$ cat config.mk
export PLATFORM = sky130hd
export DESIGN_NAME = spl_prom_loader
export DESIGN_NICKNAME = d
export VERILOG_FILES = /design/src/common/spl_pkg.sv /design/src/rtl/spl_prom_loader.sv /design/src/rtl/spl_prom_shift.sv
export VERILOG_INCLUDE_DIRS = /design/src /design/src/common
export SDC_FILE = /design/constraint.sdc
export NUM_CORES = 1
export LEC_CHECK = 0
export BUFFER_PORTS_ARGS = -buffer_cell sky130_fd_sc_hd__buf_2
export CORE_ASPECT_RATIO = 2
export CORE_MARGIN = 2
export CORE_UTILIZATION = 30
export DETAILED_ROUTE_END_ITERATION = 10
export GPL_ROUTABILITY_DRIVEN = 0
export PLACE_DENSITY = 0.54
export SLEW_MARGIN = 15
export SYNTH_ARGS = -nofsm -noshare
export SYNTH_HDL_FRONTEND = slang
export SYNTH_SLANG_ARGS = --single-unit
$ cat constraint.sdc
create_clock -name sys_clk -period 7.1 [get_ports sys_clk]
set_input_delay 0.355 -clock sys_clk [delete_from_list [all_inputs] [get_ports sys_clk]]
set_output_delay 0.355 -clock sys_clk [all_outputs]
set_load 0.005 [all_outputs]
$ cat src/common/spl_defs.svh
// Constants of the serial configuration memory loader
`ifndef SPL_DEFS_SVH
`define SPL_DEFS_SVH

// Timing
`define SPL_CLK_NS 4
`define SPL_SK_HALF_NS 500
`define SPL_SK_HALF_CYC (`SPL_SK_HALF_NS / `SPL_CLK_NS)
`define SPL_WR_TIMEOUT_NS 10000000
`define SPL_WR_TIMEOUT_CYC (`SPL_WR_TIMEOUT_NS / `SPL_CLK_NS)
`define SPL_BOOT_CYC 4'h3

// Image layout, byte addresses
`define SPL_SIG_ADDR 4'h0
`define SPL_SIG_VALUE 8'ha5
`define SPL_MAC_FIRST 4'h1
`define SPL_DEV_LEN 4'h7
`define SPL_DEV_OFF 4'h8
`define SPL_CFG_LEN 4'h9
`define SPL_CFG_OFF 4'ha
`define SPL_STR0_LEN 4'hb
`define SPL_STR1_LEN 4'hc
`define SPL_STR2_LEN 4'hd
`define SPL_LAST_ADDR 4'hd
`define SPL_IMG_WORDS 14

// Descriptor lengths
`define SPL_DESC_LEN 8'h12
`define SPL_LEN_ABSENT 8'h00

// Enable-write command address in each addressing mode
`define SPL_EWEN_ADDR_WIDE 9'h180
`define SPL_EWEN_ADDR_NARROW 9'h060

// Reset values
`define SPL_RST_BYTE 8'h00
`define SPL_RST_ADDR 10'h000

`endif

$ cat src/common/spl_pkg.sv
// Types of the serial configuration memory loader
package spl_pkg;

	// Serial opcodes after the start bit
	typedef enum logic [1:0] {
		SPL_OP_EXT = 2'h0,
		SPL_OP_WRITE = 2'h1,
		SPL_OP_READ = 2'h2,
		SPL_OP_ERASE = 2'h3
	} spl_op_t;

	// Host operation codes
	typedef enum logic [1:0] {
		SPL_HOST_READ = 2'h0,
		SPL_HOST_WRITE = 2'h1,
		SPL_HOST_ERASE = 2'h2
	} spl_host_op_t;

endpackage

$ cat src/rtl/spl_prom_loader.sv
// Serial configuration memory loader and host access controller
// Contract
// - With the capacity strap low, a 128-byte memory is assumed and seven address bits are sent.
// - With the capacity strap high, a 256/512-byte memory is assumed and nine address bits are sent.
// - After every system reset the default configuration is read from a valid memory.
// - USB transactions are refused until the post-reset load has completed.
// - The loaded station address goes to the upper and lower address registers as default.
// - The host can read, write and erase the memory contents.
// - Stored offsets count 16-bit words, not bytes.
// - A stored length of zero marks the field absent and its hardware default is used.
// - With all string lengths zero, no language identifier is offered.
// - Address 00h holds the signature 0xA5 that marks a valid image.
`timescale 1ns/1ps
`include "spl_defs.svh"

module spl_prom_loader #(
	parameter logic [23:0] WR_TIMEOUT_CYC = 24'(`SPL_WR_TIMEOUT_CYC)
) (
	// Clock and reset
	input wire logic sys_clk,
	input wire logic sys_rst,
	input wire logic clkEn,
	// Strap and memory pins
	input wire logic prom_capacity_strap,
	input wire logic promDataIn,
	output logic promCs,
	output logic promSk,
	output logic promDi,
	// Load status
	output logic usbAccept,
	output logic loadDone,
	output logic promValid,
	// Station address
	output logic [15:0] station_addr_upper_reg,
	output logic [31:0] station_addr_lower_reg,
	output logic stationAddrLoad,
	// Descriptors
	output logic devDescPresent,
	output logic [9:0] devDescByteAddr,
	output logic cfgDescPresent,
	output logic [9:0] cfgDescByteAddr,
	output logic [7:0] str0Len,
	output logic [7:0] str1Len,
	output logic [7:0] str2Len,
	output logic langIdEn,
	// Host access
	input wire logic hostReq,
	input wire spl_pkg::spl_host_op_t hostOp,
	input wire logic [8:0] hostAddr,
	input wire logic [7:0] hostWrData,
	output logic hostReady,
	output logic hostDone,
	output logic hostFail,
	output logic [7:0] hostRdData
);

	typedef enum logic [2:0] {
		ST_BOOT, ST_LOAD_WAIT, ST_LOAD_APPLY, ST_READY,
		ST_HOST_EWEN, ST_HOST_WAIT
	} spl_state_t;

	spl_state_t state;
	logic [7:0] img [0:`SPL_IMG_WORDS-1];
	logic [1:0] dataSync;
	logic [1:0] strapSync;
	logic [3:0] bootCnt;
	logic [3:0] loadIdx;
	logic wideAddr;
	logic shStart;
	spl_pkg::spl_op_t shOp;
	logic [8:0] shAddr;
	logic [7:0] shData;
	logic shDone;
	logic shTimedOut;
	logic [7:0] shRd;
	spl_pkg::spl_host_op_t pendOp;
	logic [8:0] pendAddr;
	logic sigBad;
	logic applyNow;

	// Only a full descriptor counts; any other length keeps the default
	function automatic logic descValid(input logic [7:0] len);
		descValid = (len == `SPL_DESC_LEN);
	endfunction

	// Word offset to byte address
	function automatic logic [9:0] wordToByte(input logic [7:0] off);
		wordToByte = {1'b0, off, 1'b0};
	endfunction

	// Pins from outside the clock domain
	always_ff @(posedge sys_clk or posedge sys_rst) begin
		if (sys_rst) begin
			dataSync <= 2'h0;
			strapSync <= 2'h0;
		end else if (clkEn) begin
			dataSync <= {dataSync[0], promDataIn};
			strapSync <= {strapSync[0], prom_capacity_strap};
		end
	end

	spl_prom_shift #(
		.WR_TIMEOUT_CYC(WR_TIMEOUT_CYC)
	) u_shift (
		.sys_clk(sys_clk),
		.sys_rst(sys_rst),
		.clkEn(clkEn),
		.start(shStart),
		.cmdOp(shOp),
		.cmdAddr(shAddr),
		.wrData(shData),
		.wideAddr(wideAddr),
		.done(shDone),
		.timedOut(shTimedOut),
		.rdData(shRd),
		.memDataIn(dataSync[1]),
		.memCs(promCs),
		.memSk(promSk),
		.memDi(promDi)
	);

	assign sigBad = (state == ST_LOAD_WAIT) && shDone &&
		(loadIdx == `SPL_SIG_ADDR) && (shRd != `SPL_SIG_VALUE);
	assign applyNow = (state == ST_LOAD_APPLY);

	// Sequencer for the boot load and host operations
	always_ff @(posedge sys_clk or posedge sys_rst) begin
		if (sys_rst) begin
			state <= ST_BOOT;
			bootCnt <= 4'h0;
			loadIdx <= 4'h0;
			wideAddr <= 1'b0;
			shStart <= 1'b0;
			shOp <= spl_pkg::SPL_OP_READ;
			shAddr <= 9'h000;
			shData <= 8'h00;
			pendOp <= spl_pkg::SPL_HOST_READ;
			pendAddr <= 9'h000;
			hostReady <= 1'b0;
		end else if (clkEn) begin
			shStart <= 1'b0;
			unique case (state)
				ST_BOOT: begin
					// Let the strap synchroniser settle before trusting it
					if (bootCnt == `SPL_BOOT_CYC) begin
						wideAddr <= strapSync[1];
						loadIdx <= `SPL_SIG_ADDR;
						shOp <= spl_pkg::SPL_OP_READ;
						shAddr <= 9'h000;
						shStart <= 1'b1;
						state <= ST_LOAD_WAIT;
					end else begin
						bootCnt <= bootCnt + 4'h1;
					end
				end
				ST_LOAD_WAIT: begin
					if (sigBad) begin
						hostReady <= 1'b1;
						state <= ST_READY;
					end else if (shDone && loadIdx == `SPL_LAST_ADDR) begin
						state <= ST_LOAD_APPLY;
					end else if (shDone) begin
						loadIdx <= loadIdx + 4'h1;
						shAddr <= {5'h00, loadIdx + 4'h1};
						shStart <= 1'b1;
					end
				end
				ST_LOAD_APPLY: begin
					hostReady <= 1'b1;
					state <= ST_READY;
				end
				ST_READY: begin
					if (hostReq) begin
						hostReady <= 1'b0;
						pendOp <= hostOp;
						pendAddr <= hostAddr;
						shData <= hostWrData;
						shStart <= 1'b1;
						if (hostOp == spl_pkg::SPL_HOST_READ) begin
							shOp <= spl_pkg::SPL_OP_READ;
							shAddr <= hostAddr;
							state <= ST_HOST_WAIT;
						end else begin
							// Memory ignores programming until enabled
							shOp <= spl_pkg::SPL_OP_EXT;
							shAddr <= wideAddr ? `SPL_EWEN_ADDR_WIDE :
								`SPL_EWEN_ADDR_NARROW;
							state <= ST_HOST_EWEN;
						end
					end
				end
				ST_HOST_EWEN: begin
					if (shDone) begin
						shOp <= (pendOp == spl_pkg::SPL_HOST_WRITE) ?
							spl_pkg::SPL_OP_WRITE : spl_pkg::SPL_OP_ERASE;
						shAddr <= pendAddr;
						shStart <= 1'b1;
						state <= ST_HOST_WAIT;
					end
				end
				ST_HOST_WAIT: begin
					if (shDone) begin
						hostReady <= 1'b1;
						state <= ST_READY;
					end
				end
			endcase
		end
	end

	// Image capture during the boot load
	always_ff @(posedge sys_clk) begin
		if (clkEn && state == ST_LOAD_WAIT && shDone) begin
			img[loadIdx] <= shRd;
		end
	end

	// Load status; USB is held off until the load resolves
	always_ff @(posedge sys_clk or posedge sys_rst) begin
		if (sys_rst) begin
			usbAccept <= 1'b0;
			loadDone <= 1'b0;
			promValid <= 1'b0;
		end else if (clkEn) begin
			if (sigBad || applyNow) begin
				usbAccept <= 1'b1;
				loadDone <= 1'b1;
				promValid <= applyNow;
			end
		end
	end

	// Station address; left untouched for software when image is bad
	always_ff @(posedge sys_clk or posedge sys_rst) begin
		if (sys_rst) begin
			station_addr_upper_reg <= 16'h0000;
			station_addr_lower_reg <= 32'h00000000;
			stationAddrLoad <= 1'b0;
		end else if (clkEn) begin
			stationAddrLoad <= applyNow;
			if (applyNow) begin
				station_addr_lower_reg <= {img[`SPL_MAC_FIRST+3],
					img[`SPL_MAC_FIRST+2], img[`SPL_MAC_FIRST+1],
					img[`SPL_MAC_FIRST]};
				station_addr_upper_reg <= {img[`SPL_MAC_FIRST+5],
					img[`SPL_MAC_FIRST+4]};
			end
		end
	end

	// Descriptor fields; absent ones clear their present flag, byte addresses load regardless
	always_ff @(posedge sys_clk or posedge sys_rst) begin
		if (sys_rst) begin
			devDescPresent <= 1'b0;
			devDescByteAddr <= `SPL_RST_ADDR;
			cfgDescPresent <= 1'b0;
			cfgDescByteAddr <= `SPL_RST_ADDR;
			str0Len <= `SPL_RST_BYTE;
			str1Len <= `SPL_RST_BYTE;
			str2Len <= `SPL_RST_BYTE;
			langIdEn <= 1'b0;
		end else if (clkEn && applyNow) begin
			devDescPresent <= descValid(img[`SPL_DEV_LEN]);
			devDescByteAddr <= wordToByte(img[`SPL_DEV_OFF]);
			cfgDescPresent <= descValid(img[`SPL_CFG_LEN]);
			cfgDescByteAddr <= wordToByte(img[`SPL_CFG_OFF]);
			str0Len <= img[`SPL_STR0_LEN];
			str1Len <= img[`SPL_STR1_LEN];
			str2Len <= img[`SPL_STR2_LEN];
			langIdEn <= (img[`SPL_STR0_LEN] != `SPL_LEN_ABSENT) ||
				(img[`SPL_STR1_LEN] != `SPL_LEN_ABSENT) ||
				(img[`SPL_STR2_LEN] != `SPL_LEN_ABSENT);
		end
	end

	// Host answer
	always_ff @(posedge sys_clk or posedge sys_rst) begin
		if (sys_rst) begin
			hostDone <= 1'b0;
			hostFail <= 1'b0;
			hostRdData <= 8'h00;
		end else if (clkEn) begin
			hostDone <= (state == ST_HOST_WAIT) && shDone;
			if (state == ST_HOST_WAIT && shDone) begin
				hostFail <= shTimedOut;
				hostRdData <= shRd;
			end
		end
	end

endmodule

$ cat src/rtl/spl_prom_shift.sv
// Three-wire serial command engine for the configuration memory
`timescale 1ns/1ps
`include "spl_defs.svh"

module spl_prom_shift #(
	parameter logic [23:0] WR_TIMEOUT_CYC = 24'(`SPL_WR_TIMEOUT_CYC)
) (
	// Clock and reset
	input wire logic sys_clk,
	input wire logic sys_rst,
	input wire logic clkEn,
	// Command
	input wire logic start,
	input wire spl_pkg::spl_op_t cmdOp,
	input wire logic [8:0] cmdAddr,
	input wire logic [7:0] wrData,
	input wire logic wideAddr,
	// Answer
	output logic done,
	output logic timedOut,
	output logic [7:0] rdData,
	// Memory pins, data in already synchronised
	input wire logic memDataIn,
	output logic memCs,
	output logic memSk,
	output logic memDi
);

	typedef enum logic [2:0] {SH_IDLE, SH_SHIFT, SH_GAP, SH_POLL, SH_FIN} spl_sh_t;

	spl_sh_t state;
	logic [19:0] outBits;
	logic [4:0] bitsLeft;
	logic [7:0] divCnt;
	logic [23:0] waitCnt;
	spl_pkg::spl_op_t op;
	logic tick;

	assign tick = (divCnt == 8'(`SPL_SK_HALF_CYC - 1));

	always_ff @(posedge sys_clk or posedge sys_rst) begin
		if (sys_rst) begin
			divCnt <= 8'h00;
		end else if (clkEn) begin
			if (state == SH_IDLE || tick) begin
				divCnt <= 8'h00;
			end else begin
				divCnt <= divCnt + 8'h01;
			end
		end
	end

	always_ff @(posedge sys_clk or posedge sys_rst) begin
		if (sys_rst) begin
			state <= SH_IDLE;
			outBits <= 20'h00000;
			bitsLeft <= 5'h00;
			waitCnt <= 24'h000000;
			op <= spl_pkg::SPL_OP_EXT;
			memCs <= 1'b0;
			memSk <= 1'b0;
			memDi <= 1'b0;
			done <= 1'b0;
			timedOut <= 1'b0;
			rdData <= 8'h00;
		end else if (clkEn) begin
			done <= 1'b0;
			unique case (state)
				SH_IDLE: begin
					if (start) begin
						op <= cmdOp;
						timedOut <= 1'b0;
						// Address width follows the capacity strap
						if (wideAddr) begin
							outBits <= {1'b1, cmdOp, cmdAddr, wrData};
							bitsLeft <= (cmdOp == spl_pkg::SPL_OP_READ ||
								cmdOp == spl_pkg::SPL_OP_WRITE) ? 5'h14 : 5'h0c;
						end else begin
							outBits <= {1'b1, cmdOp, cmdAddr[6:0], wrData, 2'h0};
							bitsLeft <= (cmdOp == spl_pkg::SPL_OP_READ ||
								cmdOp == spl_pkg::SPL_OP_WRITE) ? 5'h12 : 5'h0a;
						end
						memCs <= 1'b1;
						memSk <= 1'b0;
						memDi <= 1'b1;
						state <= SH_SHIFT;
					end
				end
				SH_SHIFT: begin
					if (tick) begin
						memSk <= ~memSk;
						if (memSk) begin
							// Read data is stable after the rising edge
							if (op == spl_pkg::SPL_OP_READ && bitsLeft <= 5'h08) begin
								rdData <= {rdData[6:0], memDataIn};
							end
							if (bitsLeft == 5'h01) begin
								memCs <= 1'b0;
								memDi <= 1'b0;
								state <= (op == spl_pkg::SPL_OP_WRITE ||
									op == spl_pkg::SPL_OP_ERASE) ? SH_GAP : SH_FIN;
							end else begin
								outBits <= {outBits[18:0], 1'b0};
								memDi <= outBits[18];
								bitsLeft <= bitsLeft - 5'h01;
							end
						end
					end
				end
				SH_GAP: begin
					if (tick) begin
						memCs <= 1'b1;
						waitCnt <= 24'h000000;
						state <= SH_POLL;
					end
				end
				SH_POLL: begin
					// Memory raises its data line once the program cycle ends;
					// first two synced samples still show the released line
					if (waitCnt >= 24'h000002 && memDataIn) begin
						memCs <= 1'b0;
						state <= SH_FIN;
					end else if (waitCnt == WR_TIMEOUT_CYC) begin
						memCs <= 1'b0;
						timedOut <= 1'b1;
						state <= SH_FIN;
					end else begin
						waitCnt <= waitCnt + 24'h000001;
					end
				end
				SH_FIN: begin
					done <= 1'b1;
					state <= SH_IDLE;
				end
			endcase
		end
	end

endmodule

======== After elaboration in Yosys (flattened, before gate mapping) ========
Memory sizes are Yosys's and may differ from the RTL's. A register that Yosys moved wholly into a read port is not among the register bits.
Index checks and enable logic that the tools add are counted.
operators by class
  reductions and logical operators ........ 51
  eq/ne operators ......................... 42
  $lt $le $gt $ge ......................... 2
  add/sub/neg operators ................... 5
  multiplexer cells ....................... 87
  bitwise logic cells ..................... 2
operator list
  kind                                                                 number
  two-way mux 19 bit                                                   4
  two-way mux 24 bit                                                   3
  two-way mux 9 bit                                                    8
  one-hot mux 24 bit (2 select lines)                                  1
  two-way mux 3 bit                                                    14
  one-hot mux 19 bit (2 select lines)                                  1
  one-hot mux 9 bit (4 select lines)                                   1
  two-way mux 5 bit                                                    7
  AND reduction 5 bit                                                  6
  two-way mux 1 bit                                                    26
  adder 24 x 1 -> 24 bit (second input constant)                       1
  equality test 24 x 22 -> 1 bit (second input constant)               1
  greater-or-equal comparator 24 x 2 -> 1 bit (second input constant)  1
  nonzero test 8 bit                                                   3
  inequality test 2 bit (second input constant)                        9
  one-hot mux 3 bit (6 select lines)                                   1
  AND reduction 6 bit                                                  3
  two-way mux 17 bit                                                   1
  equality test 8 x 5 -> 1 bit (second input constant)                 2
  two-way mux 4 bit                                                    4
  inequality test 2 x 1 -> 1 bit (second input constant)               8
  AND reduction 8 bit                                                  2
  one-hot mux 3 bit (5 select lines)                                   1
  equality test 3 x 2 -> 1 bit (second input constant)                 4
  35 further kinds                                                     77
word-level totals
  output and inout bits ................... 113
  input bits .............................. 25
  logic and storage cells ................. 227
  register bits after elaboration ......... 162
  RAM bits ................................ 112
  memories kept ........................... 1
memory list
  name  words  width  read ports  clocked after memory_dff  write ports  line                   RTL
  img   14     8      13          8                         1            spl_prom_loader.sv:63  logic [7:0] img [0:`SPL_IMG_WORDS-1];

======== Depth between registers and ports, before layout ========
  depth in word-level cells ............... 7
  depth in mapped cells ................... 11
  gate-level depth less buffers ........... 8

======== Modules after synthesis ========
From an unflattened synthesis, not the netlist that was laid out.
unflattened totals
  cells, all modules ...................... 1202
  area total of the unflattened synthesis .. 13681.9 µm²
by module, submodules not included
  module           cells each  area an instance (µm²)  times used  sequential area each (µm²)
  spl_prom_loader  766         9641.7                  1           6927.9
  spl_prom_shift   436         4040.1                  1           1851.8

======== Worst setup path before layout ========
No wires, ideal clock.
  path type ............................... register -> register
  start point ............................. register bootCnt[0]
  end point ............................... register shAddr[0]
  library setup time ...................... 0.133 ns
  clock period less this slack ............ 2.144 ns
  setup slack ............................. 4.956 ns
  path buffers ............................ 2
  stages on the path, launching flop included .. 10
  data required time ...................... 6.967 ns
  arrival time ............................ 2.011 ns
  path through ............................ dfrtp_1 -> ha_1 -> or3b_2 -> o32ai_1 -> o21ai_0 -> nand2b_1 -> clkbuf_1 -> clkbuf_1 -> nand2_1 -> o21ai_0
on the way
  word-level cells in the longest chain between the ends .. 3
RTL lines
  item                                    line                    RTL
  start, declared                         spl_prom_loader.sv:66   logic [3:0] bootCnt;
  start signal, assigned                  spl_prom_loader.sv:153  bootCnt <= bootCnt + 4'h1;
  equality test 4 x 2 -> 1 bit (no line)  --
  inequality test 2 bit (no line)         --
  AND reduction 8 bit (no line)           --
  end signal, assigned                    spl_prom_loader.sv:164  shAddr <= {5'h00, loadIdx + 4'h1};
  end signal, assigned                    spl_prom_loader.sv:181  shAddr <= hostAddr;
  end signal, assigned                    spl_prom_loader.sv:186  shAddr <= wideAddr ? `SPL_EWEN_ADDR_WIDE :
  end, declared                           spl_prom_loader.sv:71   logic [8:0] shAddr;
Every way passes these cells.
A chain may end at the register's enable or synchronous reset.

======== Worst setup path in the final report ========
  start point ............................. register state[0]
  end point ............................... memory img[4][2] (enable)
on the way
  word-level cells in the longest chain between the ends .. 5
RTL lines
  item                                     line                    RTL
  start, declared                          spl_prom_loader.sv:62   spl_state_t state;
  start signal, assigned                   spl_prom_loader.sv:129  state <= ST_BOOT;
  start signal, assigned                   spl_prom_loader.sv:151  state <= ST_LOAD_WAIT;
  start signal, assigned                   spl_prom_loader.sv:159  state <= ST_READY;
  equality test 3 x 1 -> 1 bit             spl_prom_loader.sv:213  if (clkEn && state == ST_LOAD_WAIT && shDone) begin
  logical AND 1 bit (2 in series)          spl_prom_loader.sv:213
  two-way mux 1 bit                        spl_prom_loader.sv:213
  two-way mux 1 bit (implied by the code)  spl_prom_loader.sv:214  img[loadIdx] <= shRd;
  end, declared                            spl_prom_loader.sv:63
Every way passes these cells.

==> results.md <==
- The share of async-settable or async-resettable flops after synthesis is between 60% and 70%.
- The area fraction of the dominant cell type after synthesis is 41.4%.
- After detailed routing, the number of remaining DRC violations is 0.
- The clock drives 330 sinks.
- At the pin with the least slew margin, the transition time is 1.06 ns.
- The sequential standard cell area is 8780 sq um.
- The area growth from synthesis to layout is 15.2%.
- The die is 155 um wide.
- The die boundary height is 305 um.
- The final critical delay including setup and external delays is approximately 3.0 ns.
- Static timing analysis puts the maximum clock frequency at between 0.3 and 0.4 GHz.
- After routing, the total negative slack on setup checks comes to 0 ns.
- STA classifies the critical path endpoint as a register.
- The highest net fanout along the worst path is 20.
- Of all cell types, the one taking the most synthesized area is sky130_fd_sc_hd__dfrtp_1.
- The sink of the worst hold path is shData[7]$_DFFE_PP0P_.
- The total global-route track usage is 14.1%.
- Gates resized during post-CTS repair numbered 0.
- Summed over all layers, the global routing overflow is 0.
- The number of antenna diodes is 0.
- The worst register-to-register path ends at img[4][2]$_DFFE_PP_.
- The clock root buffer is sky130_fd_sc_hd__clkbuf_16.
- The final layout contains 1372 nets.
- The register with the most flip-flops in the layout has 104 of them.
- For this block, the initial DRC count from the detailed router was 591.
- The final critical-path share of the clock period is 42.6%.
- The worst setup path is launched from a register.
- The critical path required time is 7.32 ns.
- Yosys mapped a number of flops with a built-in enable equal to 104.
- The clock latency on the worst-skew pair is 0.56 ns.
- For the worst setup path, the data arrival time is between 3 and 4 ns.
- The critical path's slowest cell is sky130_fd_sc_hd__dfrtp_1.
- The total count of max-transition violations in the final report is 0.
- The final hold violation count was 0.
- The first global-routing pass estimated between 50 and 60 mm of wire.
- Measured in cells, the most critical reg-to-reg path has a length of 5.
- The number of I/O port buffers is 133.
- Counting the fill cells in the layout gives 4511.
- Before antenna repair, the detailed router went through 9 iterations.
- The worst hold path was traced through 2 stages.
- The worst supply voltage drop on vdd is 0.167 mV.
- Traced cell by cell, the critical path runs through nand2b_1 > nor2_1 > nand3_1 > nor3b_1 > and2_1.
- The number of library cell types mapped by synthesis is 64.
- The type of the tightest min-delay check is in2reg.
- For this configuration, the core starts out at a cell density of 30.3%.
- The origin of the worst min-delay path is hostWrData[7].
- The core area is 44900 sq um.
- After detailed routing, the average wire length per cell comes to 17.4 um.
- For this run, the leading register cell type out of synthesis is sky130_fd_sc_hd__dfrtp_1.
- The buffer depth of the longest clock path is 3.
- The initial antenna violation count came to 3.
- The critical path in this run is classified as reg2reg.
- The total of max-cap violations is 0.
- The detail-routed via count per cell is 4.81.
- The number of setup buffers added after CTS is 0.
- The run finished with clean final reports.
- After clock tree synthesis, the clock-pin slew on the worst setup and hold paths is around 0.080 ns.
- CTS built an H-tree with a depth of 1.
- The count of nets left with antenna violations once routing finished came out at 0.
- In the final layout, the share of cells above drive strength 1 is 17.7%.
- The clock buffer count from CTS is 29.
- The via count of the first global-routing pass came to approximately 9400.
- In this run, synthesis produced a sequential element count of 330.
- For this run, the slowest stage of the critical path takes 0.72 ns.
- The worst slew margin relative to its limit is between 20% and 30%.
- The number of I/O pins is 138.
- Yosys attributes the largest share of cell area to sky130_fd_sc_hd__dfrtp_1 (41%), sky130_fd_sc_hd__edfxtp_1 (23%), sky130_fd_sc_hd__nand2_1 (9.9%).
- Setup repair after global routing left no endpoint under its margin.
- For flop-to-flop paths, the worst setup slack is 4.08 ns.
- The post-synthesis sequential area ratio is 64.6%.
- Across all layers, the routed design uses 9206 vias.
- Entering global routing, the biggest net connects 145 pins.
- The power per cell area is ~360 nW/um^2.
- The minimum hold slack is 0.0321 ns.
- The leakage dissipation is 0.00701 uW.
- Setup violations remaining at the end of the flow were counted as 0.
- The worst flop-to-flop path startpoint is state[0]$_DFFE_PP0P_.
- The count of hold-fix buffers inserted at cts is 1.
- In the final layout, the multi-input gates occupy about 4500 sq um.
- The mean instance size in the synthesized netlist is 11.1 sq um.
- The wire length reported by the detailed router is 33.3 mm.
- The CTS tree is built.
- The number of standard-cell rows in the floorplan is 110.
- The synthesized instance count is about 1200.
- The post-detailed-placement half-perimeter wirelength is ~23 mm.
- The netlist area before placement is 13600 sq um.
- The number of warnings reported in the yosys synthesis log is 0.
- The floorplan die area is roughly 47000 sq um.
- The final worst clock skew is roughly 0.013 ns.
## worst max path at each step
stage	start	to	slack, ns	cells past startpoint
3_3_place_gp	state[0]$_DFFE_PP0P_	img[8][0]$_DFFE_PP_	4.06	5
4_1_cts	state[0]$_DFFE_PP0P_	img[10][2]$_DFFE_PP_	3.97	5
6_report	state[0]$_DFFE_PP0P_	img[4][2]$_DFFE_PP_	4.08	5
5_1_grt	state[0]$_DFFE_PP0P_	img[8][4]$_DFFE_PP_	3.75	5
3_5_place_dp	state[0]$_DFFE_PP0P_	img[10][6]$_DFFE_PP_	4.01	5
2_1_floorplan	sys_rst	bootCnt[0]$_DFFE_PP0P_	0.56	1
## layout make-up
class                      instances  share of cell area, %
inverter                          17                  0.455
tap                              560                   4.47
sequential                       330                   56.0
clock inverter                    15                  0.671
timing repair buffer             142                   4.86
multi-input combinational        814                   28.6
clock buffer                      37                   4.89
## layout by cell type (no fill, tap or decap), types with 11 or more instances in the layout
cell type	n
sky130_fd_sc_hd__nand2_1	360
sky130_fd_sc_hd__dfrtp_1	225
sky130_fd_sc_hd__buf_2	133
sky130_fd_sc_hd__edfxtp_1	104
sky130_fd_sc_hd__o21ai_0	96
sky130_fd_sc_hd__mux2_2	45
sky130_fd_sc_hd__a21oi_1	39
sky130_fd_sc_hd__nor2_1	37
sky130_fd_sc_hd__clkbuf_16	29
sky130_fd_sc_hd__nand3_1	23
sky130_fd_sc_hd__and2_1	18
sky130_fd_sc_hd__mux2i_1	18
sky130_fd_sc_hd__nor3_1	16
sky130_fd_sc_hd__inv_1	16
sky130_fd_sc_hd__nor4_1	15
sky130_fd_sc_hd__o31ai_1	13
sky130_fd_sc_hd__ha_1	13
sky130_fd_sc_hd__nand2b_1	11
sky130_fd_sc_hd__nand4_1	11
## cell families (layout without fill, tap and decap cells)
| family | count (synthesis) | in the layout | synth area share, % |
|---|---|---|---|
| simple gates | 542 | 542 | 18.0 |
| flops | 330 | 330 | 64.6 |
| compound gates | 182 | 182 | 7.94 |
| buf+inv | 82 | 211 | 2.61 |
| mux | 63 | 63 | 5.05 |
| fa+ha+maj | 13 | 13 | 1.20 |
| xor+xnor | 10 | 10 | 0.644 |
| other cells | 1 | 4 | 0.0276 |
## worst max-delay path: cells and delay by family (launching register included)
kind	cells	cell delay, ns
flip-flops	1	0.72
AND/OR/NAND/NOR	5	1.96
## power by group
part	switching, uW	internal (uW)
Clock	697	799
Sequential	368	2370
Combinational	786	618
Total	1850	3790
## synth_stat cells (3+ instances only)
cell,number
sky130_fd_sc_hd__or3_1,7
sky130_fd_sc_hd__nor4b_1,5
sky130_fd_sc_hd__nor2_1,37
sky130_fd_sc_hd__and3_1,6
sky130_fd_sc_hd__buf_2,8
sky130_fd_sc_hd__buf_4,6
sky130_fd_sc_hd__or4_1,5
sky130_fd_sc_hd__clkbuf_1,38
sky130_fd_sc_hd__nor3b_1,5
sky130_fd_sc_hd__nor3_1,16
sky130_fd_sc_hd__mux2_2,45
sky130_fd_sc_hd__nor4bb_1,3
sky130_fd_sc_hd__and4_1,5
sky130_fd_sc_hd__edfxtp_1,104
sky130_fd_sc_hd__mux2i_1,18
sky130_fd_sc_hd__o21ai_0,96
sky130_fd_sc_hd__or3b_2,3
sky130_fd_sc_hd__a21oi_1,39
sky130_fd_sc_hd__a222oi_1,3
sky130_fd_sc_hd__buf_1,11
sky130_fd_sc_hd__o31ai_1,13
sky130_fd_sc_hd__nand2b_1,11
sky130_fd_sc_hd__a21o_1,4
sky130_fd_sc_hd__nand2_1,360
sky130_fd_sc_hd__xor2_1,7
sky130_fd_sc_hd__nand4_1,11
sky130_fd_sc_hd__and2_1,18
sky130_fd_sc_hd__nand3_1,23
sky130_fd_sc_hd__nor4_1,15
sky130_fd_sc_hd__dfrtp_1,225
sky130_fd_sc_hd__ha_1,13
sky130_fd_sc_hd__xnor2_1,3
sky130_fd_sc_hd__inv_1,17
sky130_fd_sc_hd__a31oi_1,4
## layer usage
layer / global-route usage [%] / part of all wire, %
met1: 14.9 / 37
met2: 27.5 / 56
met3: 2.30 / 4.2
met4: 4.87 / 2.9
met5: 0 / 0.12
## through the flow
| step | setup WS, ns | std cells | power, uW | util, % | area [sq um] |
|---|---|---|---|---|---|
| after detailed placement | 4.01 | 1861 | 4210 | 32.9 | 14800 |
| final | 4.08 | 1915 | 5640 | 34.9 | 15700 |
| after CTS | 3.97 | 1914 | 5720 | 34.9 | 15600 |
| after global placement | 4.06 | 1861 | 4170 | 32.9 | 14800 |
| after global routing | 3.75 | 1915 | 6030 | 34.9 | 15700 |
| after floorplan | 0.555 | 1226 | 3660 | - | 13600 |
(Power assumes the default switching activity.)
